### src/core/cass_pkg.sv
// cass_pkg: constants and types for the coherent slave-port sideband block.
// assumes a single core_clk domain; no register bus, controls are ports or build parameters.
package cass_pkg;
  localparam int DATA_W = 256;
  localparam int CHK_W = DATA_W / 8;
  localparam int SLICE_W = 128;
  localparam int STRB_W = DATA_W / SLICE_W;
  localparam int ID_W = 11;
  localparam int TAG_W = 4;
  localparam int TAGS = 16;
  localparam int ADDR_W = 12;
  localparam int BEAT_LSB = 5;
  localparam int CHUNK_W = 8;
  localparam int NET_META_W = 24;
  // read user upper index per data width when metadata is on
  localparam int RUSER_HI_512 = 24;
  localparam int RUSER_HI_256 = 12;
  localparam int RUSER_HI_128 = 6;
  localparam int RUSER_HI_OFF = 0;
  localparam int USER_CHK_BIT = 0;
  localparam logic CHK_VALID_ON = 1'h1;
  localparam logic CHK_VALID_OFF = 1'h0;
  // settle time before the domain entry is acknowledged
  localparam int DVM_SETTLE_NS = 20;
  localparam int CLK_PERIOD_NS = 5;
  localparam int DVM_SETTLE_CYC =
    (DVM_SETTLE_NS + CLK_PERIOD_NS - 1) / CLK_PERIOD_NS;
  localparam int SETTLE_W = 4;
  localparam logic [SETTLE_W-1:0] SETTLE_LOAD =
    SETTLE_W'(DVM_SETTLE_CYC - 1);
  localparam logic [SETTLE_W-1:0] SETTLE_ZERO = 4'h0;

  typedef enum logic [1:0] {
    CASS_OUT = 2'h0,
    CASS_JOIN = 2'h1,
    CASS_IN = 2'h3,
    CASS_LEAVE = 2'h2
  } cass_dvm_state_t;

  function automatic int cass_ruser_hi(input int data_w, input bit meta);
    if (!meta) return RUSER_HI_OFF;
    if (data_w == 512) return RUSER_HI_512;
    if (data_w == 256) return RUSER_HI_256;
    return RUSER_HI_128;
  endfunction

  // odd parity per byte, one check bit per data byte
  function automatic logic [CHK_W-1:0] cass_byte_check(
    input logic [DATA_W-1:0] d);
    logic [CHK_W-1:0] c;
    c = '0;
    for (int i = 0; i < CHK_W; i++) begin
      c[i] = ~(^d[i*8 +: 8]);
    end
    return c;
  endfunction
endpackage

### src/core/cass_dvm_if.sv
// cass_dvm_if: carries the domain handshake between the port top and the
// handshake engine; both ends sit on core_clk.
`timescale 1ns/100ps
interface cass_dvm_if;
  logic req;
  logic ack;
  logic clk_en;
  logic drain_busy;
  modport ctrl (output req, output clk_en, output drain_busy, input ack);
  modport hs (input req, input clk_en, input drain_busy, output ack);
endinterface

### src/core/cass_dvm_hs.sv
// cass_dvm_hs: four-phase entry/exit handshake for the dvm domain.
// assumes req and clk_en are synchronous to core_clk.
`timescale 1ns/100ps
module cass_dvm_hs
  import cass_pkg::*;
(
  input wire logic core_clk,
  input wire logic rst,
  cass_dvm_if.hs dvm
);
  cass_dvm_state_t state_reg, state_next;
  logic [SETTLE_W-1:0] cnt_reg, cnt_next;

  always_comb begin
    state_next = state_reg;
    cnt_next = cnt_reg;
    // the ack only moves on enabled bus cycles
    if (dvm.clk_en) begin
      case (state_reg)
        CASS_OUT: begin
          if (dvm.req) begin
            state_next = CASS_JOIN;
            cnt_next = SETTLE_LOAD;
          end
        end
        CASS_JOIN: begin
          if (cnt_reg == SETTLE_ZERO) begin
            state_next = CASS_IN;
          end else begin
            cnt_next = cnt_reg - 4'h1;
          end
        end
        CASS_IN: begin
          if (!dvm.req) begin
            state_next = CASS_LEAVE;
          end
        end
        CASS_LEAVE: begin
          // exit is held until in-flight dvm traffic has drained
          if (!dvm.drain_busy) begin
            state_next = CASS_OUT;
          end
        end
        default: state_next = CASS_OUT;
      endcase
    end
  end

  always_ff @(posedge core_clk) begin
    if (rst) begin
      state_reg <= CASS_OUT;
      cnt_reg <= SETTLE_ZERO;
    end else begin
      state_reg <= state_next;
      cnt_reg <= cnt_next;
    end
  end

  assign dvm.ack = (state_reg == CASS_IN) || (state_reg == CASS_LEAVE);
endmodule

### src/core/cass_sideband.sv
// cass_sideband: sideband logic of the coherent slave port (data check,
// read user bus, read chunking, dvm handshake, wakeups, boot strap).
// assumes all inputs synchronous to core_clk; far side is a bus master.
`timescale 1ns/100ps
module cass_sideband
  import cass_pkg::*;
#(
  parameter bit DATA_CHECK_PARAM = 1'b1,
  parameter bit METADATA_PARAM = 1'b0,
  parameter int RUSER_HI = cass_ruser_hi(DATA_W, METADATA_PARAM)
)
(
  input wire logic core_clk,
  input wire logic rst,
  input wire logic port_clock_enable_in,
  input wire logic map_stall_disable_strap,
  output logic map_stall_enable_out,
  input wire logic wvalid_in,
  output logic wready_out,
  input wire logic [DATA_W-1:0] wdata_in,
  input wire logic [0:0] write_user_sideband_in,
  input wire logic [CHK_W-1:0] write_data_check_in,
  output logic net_wr_valid_out,
  input wire logic net_wr_ready_in,
  output logic [DATA_W-1:0] net_wr_data_out,
  output logic [CHK_W-1:0] net_wr_check_out,
  input wire logic arvalid_in,
  output logic arready_out,
  input wire logic [ID_W-1:0] arid_in,
  input wire logic [ADDR_W-1:0] araddr_in,
  input wire logic read_chunk_enable_in,
  output logic net_rd_req_valid_out,
  input wire logic net_rd_req_ready_in,
  input wire logic net_rd_valid_in,
  output logic net_rd_ready_out,
  input wire logic [ID_W-1:0] net_rd_id_in,
  input wire logic [DATA_W-1:0] net_rd_data_in,
  input wire logic [CHK_W-1:0] net_rd_check_in,
  input wire logic [NET_META_W-1:0] net_rd_meta_in,
  input wire logic [ADDR_W-1:0] net_rd_addr_in,
  input wire logic [STRB_W-1:0] net_rd_slice_in,
  input wire logic net_rd_last_in,
  output logic rvalid_out,
  input wire logic rready_in,
  output logic [ID_W-1:0] rid_out,
  output logic [DATA_W-1:0] rdata_out,
  output logic rlast_out,
  output logic [CHK_W-1:0] read_data_check_out,
  output logic [RUSER_HI:0] read_user_sideband_out,
  output logic chunk_valid_out,
  output logic [CHUNK_W-1:0] chunk_index_out,
  output logic [STRB_W-1:0] chunk_strobe_out,
  input wire logic coherency_request_in,
  output logic coherency_ack_out,
  input wire logic dvm_snoop_start_in,
  input wire logic dvm_snoop_busy_in,
  output logic snoop_wake_out,
  input wire logic master_wake_in,
  output logic net_wake_out
);
  localparam int RU_W = RUSER_HI + 1;
  cass_dvm_if dvm_bus ();

  // strap group: caught on the first cycle after reset release
  logic strap_taken_reg, strap_taken_next;
  logic stall_en_reg, stall_en_next;

  always_comb begin
    strap_taken_next = 1'b1;
    stall_en_next = stall_en_reg;
    if (!strap_taken_reg) begin
      stall_en_next = !map_stall_disable_strap;
    end
  end

  always_ff @(posedge core_clk) begin
    if (rst) begin
      strap_taken_reg <= 1'b0;
      stall_en_reg <= 1'b1;
    end else begin
      strap_taken_reg <= strap_taken_next;
      stall_en_reg <= stall_en_next;
    end
  end

  assign map_stall_enable_out = stall_en_reg;

  // write group: one registered stage toward the network
  logic wv_reg, wv_next;
  logic [DATA_W-1:0] wd_reg, wd_next;
  logic [CHK_W-1:0] wc_reg, wc_next;
  logic w_take;

  assign wready_out = port_clock_enable_in && (!wv_reg || net_wr_ready_in);
  assign w_take = wvalid_in && wready_out;

  always_comb begin
    wv_next = wv_reg;
    wd_next = wd_reg;
    wc_next = wc_reg;
    if (wv_reg && net_wr_ready_in) begin
      wv_next = 1'b0;
    end
    if (w_take) begin
      wv_next = 1'b1;
      wd_next = wdata_in;
      // with checking disabled the user bit never reaches a decision
      if (DATA_CHECK_PARAM && write_user_sideband_in[USER_CHK_BIT]) begin
        wc_next = write_data_check_in;
      end else if (DATA_CHECK_PARAM) begin
        wc_next = cass_byte_check(wdata_in);
      end else begin
        wc_next = cass_byte_check(wdata_in);
      end
    end
  end

  always_ff @(posedge core_clk) begin
    if (rst) begin
      wv_reg <= 1'b0;
      wd_reg <= '0;
      wc_reg <= '0;
    end else begin
      wv_reg <= wv_next;
      wd_reg <= wd_next;
      wc_reg <= wc_next;
    end
  end

  assign net_wr_valid_out = wv_reg;
  assign net_wr_data_out = wd_reg;
  assign net_wr_check_out = wc_reg;

  // read request group: remember chunk enable and base beat per tag
  logic chunk_en_mem [TAGS];
  logic [ADDR_W-1:0] base_mem [TAGS];
  logic ar_take;
  logic [TAG_W-1:0] ar_tag, r_tag;

  assign arready_out = port_clock_enable_in && net_rd_req_ready_in;
  assign net_rd_req_valid_out = arvalid_in && port_clock_enable_in;
  assign ar_take = arvalid_in && arready_out;
  assign ar_tag = arid_in[TAG_W-1:0];
  assign r_tag = net_rd_id_in[TAG_W-1:0];

  // limitation: ids sharing low bits must not be outstanding together
  always_ff @(posedge core_clk) begin
    if (rst) begin
      for (int i = 0; i < TAGS; i++) begin
        chunk_en_mem[i] <= 1'b0;
        base_mem[i] <= '0;
      end
    end else if (ar_take) begin
      chunk_en_mem[ar_tag] <= read_chunk_enable_in;
      base_mem[ar_tag] <= araddr_in;
    end
  end

  // read data group: registered beat toward the master
  logic rv_reg, rv_next;
  logic [ID_W-1:0] rid_reg, rid_next;
  logic [DATA_W-1:0] rd_reg, rd_next;
  logic rl_reg, rl_next;
  logic [CHK_W-1:0] rc_reg, rc_next;
  logic [RUSER_HI:0] ru_reg, ru_next;
  logic cv_reg, cv_next;
  logic [CHUNK_W-1:0] cn_reg, cn_next;
  logic [STRB_W-1:0] cs_reg, cs_next;
  logic r_take, r_pop;
  logic [ADDR_W-1:0] beat_diff;

  assign r_pop = rv_reg && rready_in && port_clock_enable_in;
  assign net_rd_ready_out = !rv_reg || r_pop;
  assign r_take = net_rd_valid_in && net_rd_ready_out;
  assign beat_diff = (net_rd_addr_in >> BEAT_LSB)
                   - (base_mem[r_tag] >> BEAT_LSB);

  always_comb begin
    rv_next = rv_reg;
    rid_next = rid_reg;
    rd_next = rd_reg;
    rl_next = rl_reg;
    rc_next = rc_reg;
    ru_next = ru_reg;
    cv_next = cv_reg;
    cn_next = cn_reg;
    cs_next = cs_reg;
    if (r_pop) begin
      rv_next = 1'b0;
    end
    if (r_take) begin
      rv_next = 1'b1;
      rid_next = net_rd_id_in;
      rd_next = net_rd_data_in;
      rl_next = net_rd_last_in;
      rc_next = net_rd_check_in;
      // a cast keeps the select legal when the user bus is one bit wide
      ru_next = RU_W'({net_rd_meta_in, 1'b0});
      ru_next[USER_CHK_BIT] = DATA_CHECK_PARAM ? CHK_VALID_ON
                                               : CHK_VALID_OFF;
      if (chunk_en_mem[r_tag]) begin
        cv_next = 1'b1;
        cn_next = beat_diff[CHUNK_W-1:0];
        cs_next = net_rd_slice_in;
      end else begin
        // unchunked reads carry whole beats, returned as they arrive
        cv_next = 1'b0;
        cn_next = '0;
        cs_next = '0;
      end
    end
  end

  always_ff @(posedge core_clk) begin
    if (rst) begin
      rv_reg <= 1'b0;
      rid_reg <= '0;
      rd_reg <= '0;
      rl_reg <= 1'b0;
      rc_reg <= '0;
      ru_reg <= '0;
      cv_reg <= 1'b0;
      cn_reg <= '0;
      cs_reg <= '0;
    end else begin
      rv_reg <= rv_next;
      rid_reg <= rid_next;
      rd_reg <= rd_next;
      rl_reg <= rl_next;
      rc_reg <= rc_next;
      ru_reg <= ru_next;
      cv_reg <= cv_next;
      cn_reg <= cn_next;
      cs_reg <= cs_next;
    end
  end

  assign rvalid_out = rv_reg;
  assign rid_out = rid_reg;
  assign rdata_out = rd_reg;
  assign rlast_out = rl_reg;
  assign read_data_check_out = rc_reg;
  assign read_user_sideband_out = ru_reg;
  assign chunk_valid_out = cv_reg && rv_reg;
  assign chunk_index_out = cn_reg;
  assign chunk_strobe_out = cs_reg;

  // wake group
  logic swake_reg, swake_next;
  logic mwake_reg, mwake_next;

  always_comb begin
    swake_next = dvm_snoop_start_in && coherency_ack_out;
    mwake_next = master_wake_in;
  end

  always_ff @(posedge core_clk) begin
    if (rst) begin
      swake_reg <= 1'b0;
      mwake_reg <= 1'b0;
    end else begin
      swake_reg <= swake_next;
      mwake_reg <= mwake_next;
    end
  end

  assign snoop_wake_out = swake_reg;
  assign net_wake_out = mwake_reg;

  // an unpopulated master ties its request low, so the domain stays out
  assign dvm_bus.req = coherency_request_in;
  assign dvm_bus.clk_en = port_clock_enable_in;
  assign dvm_bus.drain_busy = dvm_snoop_busy_in;
  assign coherency_ack_out = dvm_bus.ack;

  cass_dvm_hs u_dvm_hs (
    .core_clk(core_clk),
    .rst(rst),
    .dvm(dvm_bus.hs)
  );
endmodule

### config.mk
export PLATFORM = sky130hd
export DESIGN_NAME = cass_sideband
export DESIGN_NICKNAME = d
export VERILOG_FILES = /design/src/core/cass_pkg.sv /design/src/core/cass_dvm_if.sv /design/src/core/cass_dvm_hs.sv /design/src/core/cass_sideband.sv
export SDC_FILE = /design/constraint.sdc
export NUM_CORES = 2
export LEC_CHECK = 0
export BUFFER_PORTS_ARGS = -buffer_cell sky130_fd_sc_hd__buf_2
export CAP_MARGIN = 15
export CORE_AREA = 2 2 490 492
export CTS_CLUSTER_DIAMETER = 60
export DETAILED_ROUTE_END_ITERATION = 10
export DIE_AREA = 0 0 492 494
export PLACE_DENSITY = 0.3
export SLEW_MARGIN = 30
export SYNTH_ARGS = -nofsm -noshare
export SYNTH_HDL_FRONTEND = slang
export SYNTH_SLANG_ARGS = --single-unit
### constraint.sdc
create_clock -name core_clk -period 3.8 [get_ports core_clk]
set_input_delay 0 -clock core_clk [delete_from_list [all_inputs] [get_ports core_clk]]
set_output_delay 0 -clock core_clk [all_outputs]
set_load 0.005 [all_outputs]
Yosys cells after proc, flatten, opt, wreduce, memory -nomap -nowiden --
Memories as Yosys holds them, arrays and structs flattened. Cells that the tools add are included.
Cells by class: add/subtract/negate cells 2, div/mod/pow operators 0, equality and inequality tests 8, reduce and logical (&&, ||, !) cells 58, bitwise operators 32, shifts and indexed selects 0, multipliers 0, order comparisons 0, mux-type cells 28
Operator list (number):
- parity 8 bit | 32
- 2-to-1 mux 32 bit | 1
- NOT 1 bit | 32
- 2-to-1 mux 4 bit | 4
- 2-to-1 mux 1 bit | 14
- 2-to-1 mux 12 bit | 1
- OR reduction 12 bit | 1
- logical AND 1 bit | 11
- 2-to-1 mux 2 bit | 5
- 2-to-1 mux 8 bit | 1
- inequality test 2 bit, second input constant | 4
- one-hot mux 2 bit (4 select lines) | 1
- one-hot mux 4 bit (2 select lines) | 1
- subtractor 7 x 7 -> 8 bit | 1
- nonzero test 2 bit | 3
- AND reduction 5 bit | 1
- equality test 2 bit, second input constant | 2
- zero test 4 bit | 1
- AND reduction 4 bit | 1
- subtractor 4 x 1 -> 4 bit, second input constant | 1
- zero test 1 bit | 3
- logical OR 1 bit | 3
- equality test 2 x 1 -> 1 bit, second input constant | 1
- zero test 2 bit | 1
- other kinds (2) | 2
Word-level totals: word-level logic and storage cells 148, memory bits (read-only) 0, RAM bits 208, register bits after elaboration 612, bits in latches 0, memories kept 2, output and inout bits 610, bits of input ports 665
Memories:
- base_mem | words 16, bits a word 12, read ports 1, clocked after memory_dff 0, wr ports 16, RTL line cass_sideband.sv:136 | logic [ADDR_W-1:0] base_mem [TAGS];
- chunk_en_mem | words 16, bits a word 1, read ports 1, clocked after memory_dff 0, wr ports 16, RTL line cass_sideband.sv:135 | logic chunk_en_mem [TAGS];

Depth between registers and ports, before layout --
word-level depth 7, gate-level depth with buffers 13, depth with buffers taken out 10

Cells and area by module --
From an unflattened synthesis, not the netlist that was laid out.
Second synthesis, totals: cell total of the unflattened synthesis 3287, area total of the unflattened synthesis 29264.3 um^2
Modules (own cells, without submodules):
- cass_sideband | area each 28924.0 um^2, times used 1, seq. area each 15975.3 um^2, cells each 3246
- cass_dvm_hs | area each 340.3 um^2, times used 1, seq. area each 120.1 um^2, cells each 41

Least setup slack after synthesis --
OpenSTA, ideal clock, no wires.
kind input-to-reg, from in net_rd_id_in[1], to reg cn_reg[7], in the netlist chunk_index_out[7], library setup time 0.069 ns, buffers on the path 3, arrival time 2.556 ns, stages 12, slack 1.175 ns, data required time 3.731 ns, cells stage by stage buf_2 -> buf_2 -> buf_2 -> mux4_2 -> mux4_2 -> inv_1 -> ha_1 -> nor2b_1 -> o21ai_0 -> o21ai_0 -> a311o_1 -> o21ai_1
On the way: word-level cells in the longest chain between the ends 3, elaborated cells on any way between the ends 4, classes of those cells add/sub (1); mux (1); memory (2)
RTL lines:
- from (decl) | RTL line cass_sideband.sv:36 | input wire logic [ID_W-1:0] net_rd_id_in,
- memory read (16 x 12 bit)
- subtractor 7 x 7 -> 8 bit | RTL line cass_sideband.sv:176 | - (base_mem[r_tag] >> BEAT_LSB);
- 2-to-1 mux 8 bit (*) | RTL line cass_sideband.sv:201 | if (chunk_en_mem[r_tag]) begin
- to (signal assigned) | RTL line cass_sideband.sv:233 | cn_reg <= cn_next;
- to (decl) | RTL line cass_sideband.sv:167 | logic [CHUNK_W-1:0] cn_reg, cn_next;
Mark *: on every way between the ends. The rest lies on a longest branch, timed or not. A chain may end at the register's enable or synchronous reset.

Worst setup path after layout --
from reg wv_reg, in the netlist net_wr_valid_out, to reg wc_reg[29], in the netlist net_wr_check_out[29]
On the way: word-level cells in the longest chain between the ends 4
RTL lines:
- from (decl) | RTL line cass_sideband.sv:89 | logic wv_reg, wv_next;
- from (signal assigned) | RTL line cass_sideband.sv:124 | wv_reg <= wv_next;
- zero test 1 bit | RTL line cass_sideband.sv:94 | assign wready_out = port_clock_enable_in && (!wv_reg || net_wr_ready_in);
- logical OR 1 bit | RTL line cass_sideband.sv:94
- logical AND 1 bit | RTL line cass_sideband.sv:94
- logical AND 1 bit | RTL line cass_sideband.sv:95 | assign w_take = wvalid_in && wready_out;
- to (signal assigned) | RTL line cass_sideband.sv:126 | wc_reg <= wc_next;
- to (decl) | RTL line cass_sideband.sv:91 | logic [CHK_W-1:0] wc_reg, wc_next;
Every way passes these cells.

==> flow_summary.json <==
{
  "status": "finished clean",
  "leakagePower_nw": 22.92,
  "crit_type": "reg -> reg",
  "power_frac_seq_pct": 37.1,
  "fill_cells": 26420,
  "gr-usage-met1_pct": 15.94,
  "dp_hpwl_um": 135100,
  "gp_congestion": 0.8120,
  "async_flop_share_pct": 0,
  "die_area_sq_um": 243000,
  "min_path_cells": 5,
  "num_rows": 179,
  "yosys.area.top_type": "dfxtp_1",
  "layout_commonest_cell": "buf_2",
  "syn_area_sq_um": 29270,
  "met2_usage_pct": 25.31,
  "ant_nets": 0,
  "grt_pass1_wl_um": 246500,
  "final_cell_mix": "1,231 x buf_2, 1,122 x nand2_1, 1,089 x dlygate4sd3_1",
  "netlist.area_leader.share_pct": 41.86,
  "r2r-start": "net_wr_valid_out$_SDFFE_PP0P_",
  "io_pins": 1275,
  "antenna_found_initial": 56,
  "ys_seq_elements": 740,
  "min_to": "net_wr_data_out[6]$_SDFFE_PP0P_",
  "h-tree-depth": 3,
  "slew_violations": 0,
  "yosysSeqAreaShare_pct": 55.00,
  "tritoncts": "built",
  "drive_gt1_share_pct": 27.22,
  "die_w_um": 492,
  "cts.path.max_buffers": 3,
  "cts-root-buf": "clkbuf_16",
  "clock_power_share_pct": 46.0,
  "worstSetupEndpointType": "flip-flop",
  "first_iter_violations": 1245,
  "die_h_um": 494,
  "ys.flop_type": "dfxtp_1",
  "syn_nets": 3962,
  "num-nets-final": 6235,
  "grt_use_met3_pct": 4.020,
  "cts_resized": 0,
  "vias": 31920,
  "rsz0062_at_grt": "false",
  "drt_drc_violations_left": 0,
  "cp.arrival_ns": 4.18,
  "max-slew-margin-rel_pct": 36.26,
  "synth_cell_types": 47,
  "insertion_delay_ns": 0.75,
  "fin_crit_sh_pct": 92.83,
  "synth_area_per_cell_sq_um": 8.903,
  "grt-ovfl-total": 0,
  "grt_pass1_vias": 33000,
  "critPathMaxFanout": 63,
  "finClkSkew_ns": 0.05607,
  "reg2regPathDepth": 8,
  "cts.sinks": 740,
  "numCtsBuffers": 110,
  "area_growth_pct": 84.62,
  "switchingPower_mw": 6.443,
  "power_density_nw_per_um2": 429.7,
  "critPathLaunchType": "flip-flop",
  "cap_viol_max_count": 0,
  "layout_min_cycle_time_ns": 3.527,
  "power_frac_comb_pct": 16.9,
  "r2r_slack_ns": 0.27,
  "fin_tns_setup_ns": 0,
  "internal_power_mw": 16.77,
  "final_area_sq_um": 54030,
  "multi_input_area_sq_um": 12230,
  "finalWirelength_um": 177400,
  "vias_per_cell": 3.612,
  "timing.hold.worst.class": "in -> reg",
  "required_ns": 4.46,
  "clk_pin_slew_worst_paths_ns": 0.06,
  "worst_pin_slew_ns": 0.9497,
  "worstHoldStart": "wvalid_in",
  "wire_per_inst_um": 20.07,
  "fmax_mhz": 283.5,
  "ff_latch_area_sq_um": 16100,
  "core_sq_um": 237400,
  "dpl-instance-area_sq_um": 39280,
  "yosys_warnings": 0,
  "synth_area_leaders": "dfxtp_1 42%, nand2_1 14%, edfxtp_1 13%",
  "busiest_layer": "met2",
  "syn_inst": 3287,
  "vdd_drop_max_mv": 0.4236,
  "synth_edf_count": 128,
  "start_util_pct": 12.33,
  "swShare_pct": 27.75,
  "grt_use_total_pct": 14.02,
  "setup_viol": 0,
  "hold_viol": 0,
  "port_buffers": 1233,
  "grt_max_degree": 166,
  "dr.pass1.iters": 5,
  "rr_endpoint": "net_wr_check_out[29]$_SDFFE_PP0P_"
}
layout make-up:
| cell class | count | share of cell area [%] |
|---|---|---|
| timing repair buffer | 2391 | 33.05 |
| sequential | 740 | 29.79 |
| multi-input combinational | 2301 | 22.64 |
| tap | 3167 | 7.334 |
| clock buffer | 148 | 5.678 |
| clock inverter | 54 | 1.292 |
| inverter | 16 | 0.1135 |
| antenna | 21 | 0.09726 |
what timing repair did:
action	in CTS	in global routing
hold endpoints to repair	742	0
hold buffers	1089	0
buffers inserted	0	0
endpoints found under the setup margin	0	0
cells in the mapped netlist, drive strengths merged (2+ instances only):
cell type,count
a211oi,3
a31o,2
inv,16
xnor2,195
nand2b,5
clkbuf,184
ha,9
and3,3
nor3,5
a21o,3
o21ai,52
dfxtp,612
mux2i,5
nand2,1123
o211a,32
and2,133
mux4,38
o31ai,6
edfxtp,128
xor2,33
a2111oi,2
or2,4
nor2b,5
a21oi,598
nand3,9
buf,46
nor2,21
nor3b,2
worst max path at each step:
stage	slack (ns)	from	to
floorplan	1.17	net_rd_id_in[1]	chunk_index_out[7]$_SDFFE_PP0P_
global placement	0.62	net_rd_id_in[0]	chunk_index_out[7]$_SDFFE_PP0P_
detailed placement	0.68	net_rd_id_in[0]	chunk_index_out[7]$_SDFFE_PP0P_
CTS	0.20	net_wr_valid_out$_SDFFE_PP0P_	net_wr_check_out[24]$_SDFFE_PP0P_
global route	0.12	net_wr_valid_out$_SDFFE_PP0P_	net_wr_check_out[16]$_SDFFE_PP0P_
finish	0.27	net_wr_valid_out$_SDFFE_PP0P_	net_wr_check_out[29]$_SDFFE_PP0P_
per-layer routing:
metal	routed length, um	share of wire (%)
met1	71200	40
met2	89690	51
met3	12350	7.0
met4	4029	2.3
met5	85	0.048
logic make-up after synthesis:
group	share of synthesized area (%)
buffers and inverters	3.322
XOR/XNOR	6.823
adder cells (fa/ha/maj)	0.4532
flip-flops	55.00
multiplexers	3.134
AO/OA/AOI/OAI	12.95
AND/OR/NAND/NOR	18.32
stage by stage:
stage | utilization, % | worst slack [ns] | hold slack [ns] | power, mW | instances
floorplan | - | 1.175 | 0.1103 | 10.11 | 3287
global placement | 16.54 | 0.6176 | 0.2137 | 11.81 | 7525
detailed placement | 16.55 | 0.6764 | 0.2161 | 11.82 | 7525
CTS | 22.72 | 0.2036 | 0.00001321 | 23.78 | 8816
global route | 22.75 | 0.1159 | 0.04422 | 24.35 | 8827
finish | 22.76 | 0.2726 | 0.06512 | 23.21 | 8838
worst max-delay path, cell delays in order, from the launching register on:
cell           delay, ns
dfxtp_1             0.30
nand2b_1            0.44
nand3_4             0.61
buf_12              0.44
a21oi_1             0.16
dlygate4sd3_1       0.56
o21ai_0             0.08
dlygate4sd3_1       0.59
o211a_1             0.13
power groups by stage:
stage	combinational, mW	sequential [mW]	clock [mW]
finish	3.93	8.62	10.7
global route	4.28	8.67	11.4
CTS	4.03	8.62	11.1
detailed placement	3.03	8.78	0
global placement	3.05	8.77	0
floorplan	1.32	8.79	0
Power figures use the tool's default switching activity.
